==> src/rtl/ppm_params.svh <==
// Contract
// start in power-down until charger seen
// charger active enables supplies, starts machine
// stay in reset loop until cells good
// default cell map is cells 1,2,8
// fets on only when pack conditions good
// load check waits 3s then two clears
// reset loop loads defaults from nonvolatile store
// supply thresholds decide operate or power-down
// normal mode scans every 32ms, balances
// no current for idle time enters idle
// current in idle or doze returns normal
// host scan override stops scans and auto modes
// idle force holds idle until bits cleared
// idle plus idle time enters doze
// doze force holds doze until bits cleared
// zero idle timer goes straight to doze
// low cell voltage for delay enters sleep
// doze plus sleep time enters sleep
// host sleep bit forces sleep
// both timers zero sleeps at once
// sleep wakes on load or charger
// lockout or host command enters power-down
// timers restart on any current
// force priority sleep over doze over idle
`ifndef PPM_PARAMS_SVH
`define PPM_PARAMS_SVH
`define PPM_CLK_MHZ         125
`define PPM_MS_CYCLES       (`PPM_CLK_MHZ * 1000)
`define PPM_SCAN_NORMAL_MS  32
`define PPM_SCAN_IDLE_MS    256
`define PPM_SCAN_DOZE_MS    512
`define PPM_LOAD_WAIT_MS    3000
`define PPM_LOAD_GAP_MS     256
`define PPM_UNDERVOLTAGE_LOCKOUT_THRESHOLD_MS         160
`define PPM_MIN_MS          60000
`define PPM_SLEEP_STEP_MIN  16
`define PPM_LOAD_PASSES     2'h2
`define PPM_CELLS_DEFAULT   8'h83
`define PPM_BIT_SLEEP       2
`define PPM_BIT_DOZE        1
`define PPM_BIT_IDLE        0
`endif

==> src/rtl/ppm_pkg.sv <==
package ppm_pkg;
   typedef enum logic [2:0] {
      PPM_POWER_DOWN, PPM_POR_LOOP, PPM_LOAD_CHECK, PPM_NORMAL,
      PPM_IDLE, PPM_DOZE, PPM_SLEEP
   } ppm_state_t;
   typedef struct packed {
      logic supply_above_1v;
      logic supply_above_por;
      logic regulator_output_ok;
   } ppm_supply_t;
   typedef struct packed {
      logic scan_override;
      logic sleep;
      logic doze;
      logic idle;
      logic power_down;
   } ppm_host_t;
endpackage

==> src/rtl/ppm_manager.sv <==
`timescale 1ns/100ps
`default_nettype none
`include "ppm_params.svh"
module ppm_manager
   import ppm_pkg::*;
#(
   parameter int MS_CYCLES = `PPM_MS_CYCLES,
   parameter int MIN_MS    = `PPM_MIN_MS
) (
   // clock and reset
   input  wire logic        clk,
   input  wire logic        sys_rst,
   // pack pins and analog comparators
   input  wire logic        charger_monitor_pin,
   input  wire logic        load_monitor_pin,
   input  wire logic        load_present,
   input  wire logic        current_detect,
   input  wire ppm_supply_t supply,
   input  wire logic [7:0]  cell_good,
   input  wire logic [7:0]  cell_below_sleep,
   input  wire logic [7:0]  cell_below_lockout,
   input  wire logic        fault_present,
   input  wire logic        balance_needed,
   // nonvolatile defaults and configuration
   input  wire logic [7:0]  nv_cell_map,
   input  wire logic [7:0]  mode_timer_setting,
   input  wire logic [7:0]  sleep_voltage_level,
   input  wire logic [7:0]  sleep_delay_ms,
   input  wire logic        lockout_powerdown_enable,
   // host mode control
   input  wire ppm_host_t   host,
   // outputs
   output ppm_state_t       state,
   output logic             supplies_on,
   output logic             fets_on,
   output logic             scan_strobe,
   output logic             balance_on,
   output logic [7:0]       cell_map
);
   logic ms_tick;
   logic min_tick;
   ppm_tick #(.MS_CYCLES(MS_CYCLES), .MIN_MS(MIN_MS)) u_tick (
      .clk      (clk),
      .sys_rst  (sys_rst),
      .ms_tick  (ms_tick),
      .min_tick (min_tick)
   );
   // pin synchronisers
   logic [1:0] chm_s;
   logic [1:0] ldm_s;
   always_ff @(posedge clk or posedge sys_rst) begin
      if (sys_rst) begin
         chm_s <= 2'h0;
         ldm_s <= 2'h3;
      end else begin
         chm_s <= {chm_s[0], charger_monitor_pin};
         ldm_s <= {ldm_s[0], load_monitor_pin};
      end
   end
   logic chm;
   logic ldm_low;
   assign chm     = chm_s[1];
   assign ldm_low = ~ldm_s[1];
   // state registers
   ppm_state_t  next_state;
   logic [11:0] ms_cnt;
   logic [11:0] next_ms_cnt;
   logic [7:0]  min_cnt;
   logic [7:0]  next_min_cnt;
   logic [9:0]  scan_cnt;
   logic [9:0]  next_scan_cnt;
   logic [7:0]  slv_cnt;
   logic [7:0]  next_slv_cnt;
   logic [7:0]  uv_cnt;
   logic [7:0]  next_uv_cnt;
   logic [1:0]  pass_cnt;
   logic [1:0]  next_pass_cnt;
   logic [7:0]  next_cell_map;
   logic        next_fets;
   logic        next_supplies;
   logic        next_scan;
   logic        next_balance;
   logic        cells_ok;
   logic        low_v;
   logic        uv_any;
   logic        supply_fail;
   logic [3:0]  idle_min;
   logic [7:0]  sleep_min;
   logic [9:0]  scan_period;
   logic        no_auto;
   assign cells_ok    = ((cell_good & cell_map) == cell_map);
   assign low_v       = (sleep_voltage_level != 8'h0) && ((cell_below_sleep & cell_map) != 8'h0);
   assign uv_any      = (cell_below_lockout & cell_map) != 8'h0;
   assign supply_fail = (~supply.supply_above_por & ~supply.regulator_output_ok) |
                        (~supply.supply_above_1v & supply.regulator_output_ok);
   assign idle_min    = mode_timer_setting[3:0];
   assign sleep_min   = 8'(mode_timer_setting[7:4] * `PPM_SLEEP_STEP_MIN);
   assign no_auto     = host.scan_override;
   // mode sequencing
   always_comb begin
      next_state    = state;
      next_ms_cnt   = ms_cnt;
      next_min_cnt  = min_cnt;
      next_pass_cnt = pass_cnt;
      next_cell_map = cell_map;
      next_slv_cnt  = slv_cnt;
      next_uv_cnt   = uv_cnt;
      // low cell and lockout dwell timers
      if (!low_v) next_slv_cnt = 8'h0;
      else if (ms_tick && slv_cnt != 8'hff) next_slv_cnt = slv_cnt + 8'h1;
      if (!(uv_any && lockout_powerdown_enable)) next_uv_cnt = 8'h0;
      else if (ms_tick && uv_cnt != 8'hff) next_uv_cnt = uv_cnt + 8'h1;
      // inactivity minutes restart on any current
      if (current_detect) next_min_cnt = 8'h0;
      else if (min_tick && min_cnt != 8'hff) next_min_cnt = min_cnt + 8'h1;
      case (state)
         PPM_POWER_DOWN: begin
            if (chm) begin
               next_state    = PPM_POR_LOOP;
               next_cell_map = nv_cell_map;
            end
         end
         PPM_POR_LOOP: begin
            next_cell_map = nv_cell_map;
            next_ms_cnt   = 12'h0;
            next_pass_cnt = 2'h0;
            if (cells_ok) next_state = PPM_LOAD_CHECK;
         end
         PPM_LOAD_CHECK: begin
            if (ms_tick) next_ms_cnt = ms_cnt + 12'h1;
            if (!cells_ok) next_state = PPM_POR_LOOP;
            else if (ms_cnt >= 12'(`PPM_LOAD_WAIT_MS) && ms_tick) begin
               next_ms_cnt   = 12'(`PPM_LOAD_WAIT_MS - `PPM_LOAD_GAP_MS);
               next_pass_cnt = load_present ? 2'h0 : pass_cnt + 2'h1;
               if (!load_present && pass_cnt + 2'h1 == `PPM_LOAD_PASSES) begin
                  next_state  = PPM_NORMAL;
                  next_min_cnt = 8'h0;
               end
            end
         end
         PPM_NORMAL, PPM_IDLE, PPM_DOZE: begin
            if (host.sleep) next_state = PPM_SLEEP;
            else if (host.doze) next_state = PPM_DOZE;
            else if (host.idle) next_state = PPM_IDLE;
            else if (current_detect) next_state = PPM_NORMAL;
            else if (!no_auto) begin
               if (low_v && slv_cnt >= sleep_delay_ms) next_state = PPM_SLEEP;
               else if (idle_min == 4'h0 && sleep_min == 8'h0)
                  next_state = PPM_SLEEP;
               else if (state == PPM_NORMAL && idle_min == 4'h0)
                  next_state = PPM_DOZE;
               else if (state == PPM_NORMAL && min_cnt >= 8'(idle_min)) begin
                  next_state   = PPM_IDLE;
                  next_min_cnt = 8'h0;
               end else if (state == PPM_IDLE && min_cnt >= 8'(idle_min)) begin
                  next_state   = PPM_DOZE;
                  next_min_cnt = 8'h0;
               end else if (state == PPM_DOZE && min_cnt >= sleep_min)
                  next_state = PPM_SLEEP;
            end
         end
         PPM_SLEEP: begin
            if (!host.sleep && (ldm_low || chm || current_detect)) begin
               next_state   = PPM_NORMAL;
               next_min_cnt = 8'h0;
            end
         end
         default: next_state = PPM_POWER_DOWN;
      endcase
      // power-down has top priority while operating
      if (state != PPM_POWER_DOWN &&
          (supply_fail || host.power_down || uv_cnt >= 8'(`PPM_UNDERVOLTAGE_LOCKOUT_THRESHOLD_MS)))
         next_state = PPM_POWER_DOWN;
   end
   // scan pacing and output drive
   always_comb begin
      case (state)
         PPM_IDLE: scan_period = 10'(`PPM_SCAN_IDLE_MS);
         PPM_DOZE: scan_period = 10'(`PPM_SCAN_DOZE_MS);
         default:  scan_period = 10'(`PPM_SCAN_NORMAL_MS);
      endcase
      next_scan_cnt = scan_cnt;
      next_scan     = 1'b0;
      if (ms_tick) next_scan_cnt = scan_cnt + 10'h1;
      if (ms_tick && scan_cnt + 10'h1 >= scan_period) begin
         next_scan_cnt = 10'h0;
         next_scan = (state == PPM_NORMAL || state == PPM_IDLE || state == PPM_DOZE ||
                      state == PPM_LOAD_CHECK) && !no_auto;
      end
      next_supplies = (next_state != PPM_POWER_DOWN);
      next_fets     = (next_state == PPM_NORMAL || next_state == PPM_IDLE ||
                       next_state == PPM_DOZE) && cells_ok && !fault_present;
      next_balance  = (next_state == PPM_NORMAL) && balance_needed;
   end
   always_ff @(posedge clk or posedge sys_rst) begin
      if (sys_rst) begin
         state       <= PPM_POWER_DOWN;
         ms_cnt      <= 12'h0;
         min_cnt     <= 8'h0;
         pass_cnt    <= 2'h0;
         slv_cnt     <= 8'h0;
         uv_cnt      <= 8'h0;
         scan_cnt    <= 10'h0;
         cell_map    <= `PPM_CELLS_DEFAULT;
         supplies_on <= 1'b0;
         fets_on     <= 1'b0;
         scan_strobe <= 1'b0;
         balance_on  <= 1'b0;
      end else begin
         state       <= next_state;
         ms_cnt      <= next_ms_cnt;
         min_cnt     <= next_min_cnt;
         pass_cnt    <= next_pass_cnt;
         slv_cnt     <= next_slv_cnt;
         uv_cnt      <= next_uv_cnt;
         scan_cnt    <= next_scan_cnt;
         cell_map    <= next_cell_map;
         supplies_on <= next_supplies;
         fets_on     <= next_fets;
         scan_strobe <= next_scan;
         balance_on  <= next_balance;
      end
   end
   // checks
   a_pd_wait: assert property (@(posedge clk) disable iff (sys_rst)
      (state == PPM_POWER_DOWN && !chm) |=> state == PPM_POWER_DOWN)
      else $error("left power-down without charger");
   a_por_hold: assert property (@(posedge clk) disable iff (sys_rst)
      (state == PPM_POR_LOOP && !cells_ok) |=> state inside {PPM_POR_LOOP, PPM_POWER_DOWN})
      else $error("left reset loop with bad cells");
   a_fet_good: assert property (@(posedge clk) disable iff (sys_rst)
      fets_on |-> $past(cells_ok) && !$past(fault_present))
      else $error("fets on with pack fault");
   a_sleep_force: assert property (@(posedge clk) disable iff (sys_rst)
      (host.sleep && state inside {PPM_NORMAL, PPM_IDLE, PPM_DOZE} && !supply_fail &&
       !host.power_down && uv_cnt < 8'(`PPM_UNDERVOLTAGE_LOCKOUT_THRESHOLD_MS)) |=> state == PPM_SLEEP)
      else $error("sleep bit ignored");
   a_wake_normal: assert property (@(posedge clk) disable iff (sys_rst)
      (state inside {PPM_IDLE, PPM_DOZE} && current_detect && host[3:1] == 3'h0 &&
       !host.power_down && !supply_fail && uv_cnt < 8'(`PPM_UNDERVOLTAGE_LOCKOUT_THRESHOLD_MS))
      |=> state == PPM_NORMAL)
      else $error("current did not restore normal");
   a_no_auto: assert property (@(posedge clk) disable iff (sys_rst)
      (state == PPM_NORMAL && no_auto && host[3:1] == 3'h0) |=> state inside
      {PPM_NORMAL, PPM_POWER_DOWN})
      else $error("automatic move under override");
   a_min_clear: assert property (@(posedge clk) disable iff (sys_rst)
      current_detect |=> min_cnt == 8'h0)
      else $error("timer not restarted");
   a_pd_supply: assert property (@(posedge clk) disable iff (sys_rst)
      (supply_fail && state != PPM_POWER_DOWN) |=> state == PPM_POWER_DOWN)
      else $error("supply fail ignored");
   // no scan pulse while the host owns scanning
   a_scan_quiet: assert property (@(posedge clk) disable iff (sys_rst)
      no_auto |=> !scan_strobe)
      else $error("scan pulse under override");
   // sleep holds while the host sleep bit stands
   a_sleep_hold: assert property (@(posedge clk) disable iff (sys_rst)
      (state == PPM_SLEEP && host.sleep && !supply_fail && !host.power_down &&
       uv_cnt < 8'(`PPM_UNDERVOLTAGE_LOCKOUT_THRESHOLD_MS)) |=> state == PPM_SLEEP)
      else $error("left sleep under sleep bit");
endmodule
`default_nettype wire

==> src/rtl/ppm_tick.sv <==
`timescale 1ns/100ps
`default_nettype none
`include "ppm_params.svh"
// millisecond and minute tick generator
module ppm_tick
   import ppm_pkg::*;
#(
   parameter int MS_CYCLES  = `PPM_MS_CYCLES,
   parameter int MIN_MS     = `PPM_MIN_MS
) (
   // clock and reset
   input  wire logic clk,
   input  wire logic sys_rst,
   // ticks
   output logic      ms_tick,
   output logic      min_tick
);
   logic [31:0] cyc;
   logic [31:0] msc;
   logic [31:0] next_cyc;
   logic [31:0] next_msc;
   logic        next_ms;
   logic        next_min;
   // free running time base
   always_comb begin
      next_ms = (cyc == 32'(MS_CYCLES - 1));
      next_cyc = next_ms ? 32'h0 : cyc + 32'h1;
      next_min = 1'b0;
      next_msc = msc;
      if (next_ms) begin
         next_min = (msc == 32'(MIN_MS - 1));
         next_msc = next_min ? 32'h0 : msc + 32'h1;
      end
   end
   always_ff @(posedge clk or posedge sys_rst) begin
      if (sys_rst) begin
         cyc      <= 32'h0;
         msc      <= 32'h0;
         ms_tick  <= 1'b0;
         min_tick <= 1'b0;
      end else begin
         cyc      <= next_cyc;
         msc      <= next_msc;
         ms_tick  <= next_ms;
         min_tick <= next_min;
      end
   end
endmodule
`default_nettype wire

==> config.mk <==
export PLATFORM = sky130hd
export DESIGN_NAME = ppm_manager
export DESIGN_NICKNAME = d
export VERILOG_FILES = /design/src/rtl/ppm_pkg.sv /design/src/rtl/ppm_manager.sv /design/src/rtl/ppm_tick.sv
export VERILOG_INCLUDE_DIRS = /design/src /design/src/rtl
export SDC_FILE = /design/constraint.sdc
export NUM_CORES = 1
export LEC_CHECK = 0
export ABC_AREA = 1
export BUFFER_PORTS_ARGS = -buffer_cell sky130_fd_sc_hd__buf_2
export CAP_MARGIN = 20
export CORE_ASPECT_RATIO = 0.8
export CORE_MARGIN = 2
export CORE_UTILIZATION = 45
export DETAILED_ROUTE_END_ITERATION = 10
export PLACE_DENSITY_LB_ADDON = 0.25
export SLEW_MARGIN = 20
export SYNTH_ARGS = -nofsm -noshare
export SYNTH_HDL_FRONTEND = slang
export SYNTH_SLANG_ARGS = --single-unit
==> constraint.sdc <==
create_clock -name clk -period 7.4 [get_ports clk]
set_input_delay 1.85 -clock clk [delete_from_list [all_inputs] [get_ports clk]]
set_output_delay 1.85 -clock clk [all_outputs]
set_load 0.005 [all_outputs]
Yosys cells after proc, flatten, opt, wreduce, memory -nomap -nowiden:

Index checks and enable logic that the tools add are counted.

* bits in registers: 133
* input bits: 73
* output and inout port bits: 15
* bits in latches: 0
* memory bits (writable): 0
* memories kept: 0
* memory bits (read-only): 0

* multipliers: 0
* add/subtract/negate cells: 8
* muxes and demuxes: 57
* bitwise operators: 10
* reductions and logical operators: 47
* shifts and indexed selects: 0
* magnitude comparators: 6
* eq/ne operators: 21
* div/mod/pow operators: 0

Operators by type and width (number)
* two-way mux 8 bit: 21
* adder 32 x 1 -> 32 bit (second input constant): 2
* two-way mux 32 bit: 2
* two-way mux 3 bit: 18
* two-way mux 12 bit: 3
* equality test 32 x 16 -> 1 bit (second input constant): 1
* equality test 32 x 17 -> 1 bit (second input constant): 1
* adder 8 x 1 -> 8 bit (second input constant): 3
* AND 8 bit: 3
* inequality test 8 bit (second input constant): 3
* one-hot mux 12 bit (2 select lines): 1
* one-hot mux 8 bit (3 select lines): 1
* nonzero test 8 bit: 3
* logical AND 1 bit: 20
* two-way mux 10 bit: 2
* one-hot mux 10 bit (2 select lines): 1
* >= comparator 8 bit: 2
* one-hot mux 8 bit (2 select lines): 1
* equality test 3 bit (second input constant): 5
* one-hot mux 3 bit (5 select lines): 1
* adder 12 x 1 -> 12 bit (second input constant): 1
* >= comparator 12 bit (second input constant): 1
* adder 10 x 1 -> 10 bit (second input constant): 1
* >= comparator 10 bit: 1
* 25 further kinds: 51

Logic depth before layout (Yosys ltp):

Gate-level depths: netlist of the first run.

* word-level depth: 20
* mapped depth: 20

Hierarchy:

Synthesis of the first run repeated with hierarchy kept, for this count alone.

* cells, all modules: 1294
* area total of the unflattened synthesis: 8874.8 µm²

Modules (own cells, without submodules)
* ppm_manager: cells each 605, area an instance 4448.0 µm², sequential area each 1682.9 µm², instances 1
* ppm_tick: cells each 689, area an instance 4426.7 µm², sequential area each 1651.6 µm², instances 1

Worst setup path after synthesis of the first run:

No wires, ideal clock.

* path kind: in2reg
* start: in sleep_delay_ms[7]
* end: reg min_cnt[0]
* arrival time: 3.257 ns
* slack: 4.007 ns
* cell stages on the path: 11
* library setup time: 0.136 ns
* buffers on the path: 0
* cell sequence: inv_1 -> ha_1 -> nand2_1 -> inv_1 -> nor2_1 -> o21a_1 -> nand3_1 -> a21boi_0 -> a41oi_1 -> a211oi_2 -> nor2_1

* longest elaborated chain between the ends: 9

RTL lines
* start: declaration: line ppm_manager.sv:28 `input wire logic [7:0] sleep_delay_ms,`
* >= comparator 8 bit: line ppm_manager.sv:147 `if (low_v && slv_cnt >= sleep_delay_ms) next_state = PPM_SLEEP;`
* logical AND 1 bit: line ppm_manager.sv:147
* two-way mux 8 bit: line ppm_manager.sv:147
* two-way mux 8 bit: line ppm_manager.sv:146 `else if (!no_auto) begin`
* two-way mux 8 bit: line ppm_manager.sv:145 `else if (current_detect) next_state = PPM_NORMAL;`
* two-way mux 8 bit: line ppm_manager.sv:144 `else if (host.idle) next_state = PPM_IDLE;`
* two-way mux 8 bit: line ppm_manager.sv:143 `else if (host.doze) next_state = PPM_DOZE;`
* two-way mux 8 bit: line ppm_manager.sv:142 `if (host.sleep) next_state = PPM_SLEEP;`
* one-hot mux 8 bit (3 select lines): line ppm_manager.sv:116 `case (state)`
* via next_min_cnt[0]: line ppm_manager.sv:69 `logic [7:0] next_min_cnt;`
* end signal: assignment: line ppm_manager.sv:212 `min_cnt <= next_min_cnt;`
* end: declaration: line ppm_manager.sv:68 `logic [7:0] min_cnt;`

The timed path passes the listed nets, and every way through them passes these cells.
A chain may end at the register's enable or synchronous reset.

Worst setup path in the final report of the first run:

* start: in sleep_delay_ms[7]
* end: reg min_cnt[1]

Same word-level chain as after synthesis.

==> summary.md, run 1 <==
| Metric | Value |
|---|---|
| Routed WL per cell | `13.11 um` |
| Post-CTS Resized | `0` |
| Overall power | `1981 uW` |
| Clk pin slew, worst setup/hold paths | `60 ps` |
| Hold WC Path Type | `flop to flop` |
| ANT nets after route | `0` |
| CTS tree | `yes` |
| Core Rows | `44` |
| GRT Resource Usage Total | `20.34%` |
| Die Ht | `124.6 um` |
| TritonRoute pass-1 iters | `4` |
| Worst skew pair latency | `roughly 420 ps` |
| WP data arrival | `~3700 ps` |
| Slew HR | `a little under half` |
| Count of flip-flops with a built-in enable after synthesis | `0` |
| HPWL after detailed placement | `14.08 mm` |
| # hold bufs at CTS | `0` |
| Hold wc startpoint | `ldm_s[0]` |
| Synth warn | `0` |
| Multi-input logic area | `4063 um^2` |
| Mapped cell area | `8182 um^2` |
| Worst Hold Endpoint | `ldm_s[1]` |
| Period utilization | `a little under half` |
| Synth cell types | `56` |
| Depth of the most critical reg-to-reg path | `11` |
| Final setup viols | `0` |
| Starting Density | `45.45%` |
| First-pass GRT wire length | `32.00 mm` |
| Critical path buffer and inverter count | `3` |
| Clock skew | `roughly 7 ps` |
| Max Clk Rate | `a little under 0.3 GHz` |
| Commonest non-fill, non-tap cell in the layout | `nand2_1` |
| Routed via count | `roughly 7,000` |
| Nets | `1,268` |
| Status | `finished clean` |
| Synth Flop Type | `dfrtp_1` |
| Core Area | `18,000 um^2` |
| Register area share after synthesis | `40.76%` |
| Fin area | `around 9400 um^2` |
| DR iter-0 viols | `466` |
| Critical Path RT | `7680 ps` |
| Filler instances | `1,739` |
| CTS Sinks | `133` |
| Slew Viols, Final | `0` |
| # IOs | `88` |
| RR Endpoint | `u_tick.msc[5]` |
| Largest net degree at the start of global routing | `between 70 and 80` |
| Number of global-route vias before repair | `6,837` |
| Ys async rst share | `100.0%` |
| H-tree Lvls | `4` |
| CTS root buffer | `clkbuf_16` |
| Placed cell count | `1,375` |
| Non-filler cells in the finished layout | `around 1,400` |
| Setup TNS | `0 ps` |
| Synthesized instance count | `1,065` |
| Area post-placement | `8885 um^2` |
| Maxcap violations | `0` |
| Drt via density | `5.087` |
| Port bufs | `87` |
| Crit Path Max Fanout | `8` |
| Die area | `just under 20,000 um^2` |
| Tmin final | `3456 ps` |
| CP Class | `input port to flop` |
| Synthesized area per cell | `between 7 and 8 um^2` |
| ANT cells | `0` |
| Syn Nets | `1,169` |
| Die Wd | `154.8 um` |
| Worst Setup Start Kind | `input port` |
| RR Startpoint | `u_tick.cyc[14]` |
| Clock tree buffer depth | `2` |
| CTS buffer count | `17` |
| R2R Setup Slk | `4900 ps` |
| Register area | `3334 um^2` |
| Crit path cell chain | `buf_2 > inv_1 > ha_1 > nand2_1 > inv_1 > nor2_1 > o21a_1 > nand3_1 > a21boi_0 > a41oi_1 > a211oi_2 > nor2_1` |
| Setup crit end kind | `flop` |
| Fraction of layout cells with a size suffix above 1 | `13.76%` |
| Peak VDD IR | `0.1723 mV` |
| GPL Wtd Cong | `0.9191` |
| Yosys reg bits | `133` |
| P&R area growth vs syn | `15.16%` |
| CP top delay family | `compound AO/OA/AOI/OAI gates` |
| Most frequent cells in the layout | `nand2_1, inv_1, dfrtp_1` |
| Unrepaired setup endpoints after global routing | `no` |
| Postcts setup bufs | `0` |
| Final hold vios | `0` |
| Grt ovf | `0` |
| Antenna violations before repair | `0` |
| Residual DRC count | `0` |
| CP max stage cell | `a211oi_2` |
| Worst-Margin Slew | `approximately 800 ps` |
| WL final | `approximately 18 mm` |
| Max stage delay on crit path | `490 ps` |
| Leak | `0.004701 uW` |
| Hold path depth | `0` |
| Pwr Density | `approximately 210 nW/um^2` |
stage by stage:
step	hold slack [ps]	util, %	setup WS (ps)
4_1_cts	360.3	52.34	3956
5_1_grt	367.6	52.34	3774
6_report	357.2	52.34	3944
3_5_place_dp	345.7	49.35	3511
3_3_place_gp	351.2	49.35	3583
2_1_floorplan	331.2	-	2004
area by class of cell:
class,count,area share (%)
clock inverters,9,0.8367
inverters,200,8.035
repair buffers,88,4.701
well taps,230,3.054
multi-input cells,724,43.12
clock buffers,23,4.861
flip-flops and latches,133,35.39
routing by layer:
| layer | up-vias | GRT usage (%) | share of wire [%] |
|---|---|---|---|
| met2 | 154 | 30.75 | 44 |
| met1 | 3289 | 29.00 | 51 |
| li1 | 3693 | - | - |
| met5 | - | 0 | 0 |
| met4 | 0 | 5.610 | 1.4 |
| met3 | 22 | 5.219 | 4.3 |
cell families after synthesis:
logic type | count (synthesis) | synth area share, %
simple gates | 510 | 30.04
flops | 133 | 40.76
compound gates | 132 | 9.375
buf+inv | 208 | 9.588
fa+ha+maj | 31 | 4.741
mux | 2 | 0.2600
xor+xnor | 49 | 5.246
sequential cells by signal (all words and copies together) (netlist names):
name and count:
u_tick.cyc 32, u_tick.msc 32, ms_cnt 12, scan_cnt 10, cell_map 8, min_cnt 8
slv_cnt 8, uv_cnt 8, state 3, chm_s 2, ldm_s 2, pass_cnt 2
balance_on 1, fets_on 1, scan_strobe 1, supplies_on 1, u_tick.min_tick 1, u_tick.ms_tick 1
synth_stat cells, drive strengths merged (6+ instances only):
| library cell | number | share of area, % |
|---|---|---|
| nor2 | 105 | 5.3 |
| nand4 | 39 | 3.0 |
| inv | 199 | 9.1 |
| nand2 | 211 | 9.9 |
| nor3 | 51 | 3.6 |
| dfrtp | 128 | 39 |
| clkbuf | 6 | 0.28 |
| nand3 | 67 | 4.6 |
| o22ai | 17 | 1.3 |
| a21oi | 36 | 2.2 |
| nor4 | 25 | 2.4 |
| ha | 31 | 4.7 |
| o21ai | 51 | 3.1 |
| xor2 | 46 | 4.9 |
worst max path at each step:
stage                      startpoint          to  slack (ps)  depth (start not counted)
finish              sleep_delay_ms[7]  min_cnt[1]        3940                         12
detailed placement  sleep_delay_ms[7]  min_cnt[5]        3510                         12
global route        sleep_delay_ms[7]  min_cnt[1]        3770                         12
CTS                 sleep_delay_ms[7]  min_cnt[5]        3960                         12
global placement    sleep_delay_ms[7]  min_cnt[5]        3580                         12
floorplan                     sys_rst  balance_on        2000                          1
power by group:
group          switching (uW)  total, uW  internal, uW
clock                     307        775           468
sequential               44.6        817           773
combinational             259        390           130
worst register-to-register path: stages, from the launching register on:
cell,delay (ps)
dfrtp_1,410
nand2_2,130
inv_1,120
nand3_1,100
nor4_1,190
nand3b_1,130
nor2_2,540
inv_2,200
nor3_2,240
nand3_1,130
o21ai_1,140
a21oi_1,50
No activity file was read; power rests on OpenSTA's default activity.
==> run 2, diff against run 1 <==
==> constraint.sdc (replaced) <==
create_clock -name clk -period 3.35 [get_ports clk]
set_input_delay 0.8375 -clock clk [delete_from_list [all_inputs] [get_ports clk]]
set_output_delay 0.8375 -clock clk [all_outputs]
set_load 0.005 [all_outputs]
==> run 2 against run 1 <==
  * Global-route usage rose by 0.30 points
  * Sequential power grew 120%
  * Cell count is 0.21% higher
  * Highest routed layer unchanged
  * Clock skew up 2.0 ps
  * Via count increased by 1.1%
  * Largest cell class unchanged
  * Critical path depth stayed put
  * Wire length grew 2.0%
  * Setup slack worse by 2900 ps
  * Worst hold slack got worse by 48 ps
  * Flip-flop and latch count is the same
  * Combinational power rose by 120%
==> summary.md, run 2 (same netlist as run 1, synthesis figures left out) <==
| Metric | Value |
|---|---|
| Routed WL per cell | `13.34 um (was 13.11 um)` |
| Status | `finished clean (unchanged)` |
| Clk pin slew, worst setup/hold paths | `60 ps (about the same)` |
| Grt ovf | `0 (unchanged)` |
| Hold WC Path Type | `input port to asynchronous set/reset pin (was flop to flop)` |
| Tmin final | `2352 ps` |
| CTS buffer count | `17 (unchanged)` |
| CTS tree | `yes (unchanged)` |
| WP data arrival | `2630 ps (was 3730 ps)` |
| TritonRoute pass-1 iters | `5 (was 4)` |
| DR iter-0 viols | `448 (was 466)` |
| GPL Wtd Cong | `0.8700 (was 0.9191)` |
| Post-CTS Resized | `0 (unchanged)` |
| Crit Path Max Fanout | `8 (unchanged)` |
| Clock skew | `9.128 ps (was 7.168 ps)` |
| GRT Resource Usage Total | `20.63% (was 20.34%)` |
| Slew Viols, Final | `0 (unchanged)` |
| ANT nets after route | `0 (unchanged)` |
| HPWL after detailed placement | `14.04 mm (was 14.08 mm)` |
| Most frequent cells in the layout | `nand2_1, inv_1, dfrtp_1 (unchanged)` |
| Clock tree buffer depth | `2 (unchanged)` |
| Max Clk Rate | `0.4251 GHz` |
| Die Wd | `154.8 um (unchanged)` |
| Overall power | `4623 uW (was 1981 uW)` |
| Maxcap violations | `0 (unchanged)` |
| Die area | `19,280 um^2 (unchanged)` |
| Worst skew pair latency | `420 ps (about the same)` |
| Setup TNS | `0 ps (unchanged)` |
| Core Area | `18,000 um^2 (unchanged)` |
| Biggest regs | `u_tick.cyc: 32 flops, u_tick.msc: 32 flops, ms_cnt: 12 flops (unchanged)` |
| Commonest non-fill, non-tap cell in the layout | `nand2_1 (unchanged)` |
| Nets | `1,271 (was 1,268)` |
| Largest net degree at the start of global routing | `78 (was 77)` |
| CTS Sinks | `133 (unchanged)` |
| First-pass GRT wire length | `32.87 mm (was 32.00 mm)` |
| Max stage delay on crit path | `460 ps (was 490 ps)` |
| Pwr Density | `484.0 nW/um^2 (was 210.3 nW/um^2)` |
| Port bufs | `87 (unchanged)` |
| Postcts setup bufs | `0 (unchanged)` |
| CP max stage cell | `a211oi_2 (unchanged)` |
| Slew HR | `45.30% (was 46.00%)` |
| CP Class | `input port to flop (unchanged)` |
| Final setup viols | `0 (unchanged)` |
| Antenna violations before repair | `0 (unchanged)` |
| Critical Path RT | `3630 ps (was 7680 ps)` |
| Leak | `0.004762 uW (was 0.004701 uW)` |
| Critical path buffer and inverter count | `3 (unchanged)` |
| Fraction of layout cells with a size suffix above 1 | `14.24% (was 13.76%)` |
| Core Rows | `44 (unchanged)` |
| Starting Density | `45.45% (unchanged)` |
| ANT cells | `0 (unchanged)` |
| Drt via density | `5.134 (was 5.087)` |
| Final WS setup | `997.5 ps (was 3944 ps)` |
| Peak VDD IR | `0.2996 mV (was 0.1723 mV)` |
| Residual DRC count | `0 (unchanged)` |
| CTS root buffer | `clkbuf_16 (unchanged)` |
| Worst slack, placed | `528.7 ps (was 3511 ps)` |
| Crit path cell chain | `buf_2 > inv_1 > ha_1 > nand2_1 > inv_1 > nor2_1 > o21a_1 > nand3_1 > a21boi_0 > a41oi_1 > a211oi_2 > nor2_1 (unchanged)` |
| # hold bufs at CTS | `0 (unchanged)` |
| Worst Setup Start Kind | `input port (unchanged)` |
| Unrepaired setup endpoints after global routing | `no (unchanged)` |
| Routed via count | `7,239 (was 7,158)` |
| # IOs | `88 (unchanged)` |
| WL final | `18.82 mm (was 18.44 mm)` |
| P&R area growth vs syn | `16.75% (was 15.16%)` |
| Worst-Margin Slew | `813.0 ps (was 802.7 ps)` |
| Die Ht | `124.6 um (unchanged)` |
| Final Util | `53.06% (was 52.34%)` |
| Number of global-route vias before repair | `6,902 (was 6,837)` |
| Final hold vios | `0 (unchanged)` |
| Setup crit end kind | `flop (unchanged)` |
| Period utilization | `70.22%` |
| CP top delay family | `compound AO/OA/AOI/OAI gates (unchanged)` |
| H-tree Lvls | `4 (unchanged)` |
-- run 2: per-layer routing --
metal	vias to the layer above	wire, um	share of wire, %	GRT usage [%]
met1	3342	9651	51	30.53
met3	25	930	4.9	3.932
met5	-	0	0	0
met2	171	7988	42	30.75
met4	0	244	1.3	6.046
li1	3701	-	-	-
-- run 2: cell type report --
cell class,count,area (um^2)
inverter,200,755.7
tap,230,287.8
timing repair buffer,91,490.5
sequential,133,3334
fill,1754,8451
clock inverter,10,146.4
clock buffer,22,474.2
multi-input combinational,724,4063
-- run 2: report_power, final --
part | leakage, uW | internal [uW] | switching, uW
logic | 0.00265 | 291 | 578
clock network | 0.000301 | 1240 | 718
registers | 0.00181 | 1710 | 94.1
total | 0.00476 | 3230 | 1390
-- run 2: worst paths after layout --
kind / start / endpoint / slack [ps] / cells past startpoint
worst max-delay path: sleep_delay_ms[7] / min_cnt[3] / 1000 / 12
worst min-delay path: sys_rst / u_tick.cyc[12] / 310 / 2
worst max register to register: scan_cnt[0] / scan_cnt[8] / 1020 / 10
worst min register to register: ldm_s[0] / ldm_s[1] / 370 / 0
max in group asynchronous: sys_rst / min_cnt[7] / 2420 / 3
min in group clk: ldm_s[0] / ldm_s[1] / 370 / 0
-- run 2: metrics by stage --
| step | hold slack, ps | std cells | instance area, um^2 |
|---|---|---|---|
| detailed placement | 352.7 | 1378 | 8931 |
| global placement | 334.1 | 1378 | 8931 |
| global route | 317.3 | 1410 | 9552 |
| finish | 309.3 | 1410 | 9552 |
| CTS | 302.8 | 1410 | 9552 |
| floorplan | 331.2 | 1065 | 8185 |
-- run 2: worst register-to-register path, cell delays in order, from the launching register on --
cell     delay, ps
dfrtp_1        420
ha_1           220
nand3_1        120
nor3_1         280
nand2_1        110
xor2_1         200
inv_1           70
ha_1           190
a21oi_1        210
nand3_2        220
o21ai_0        220
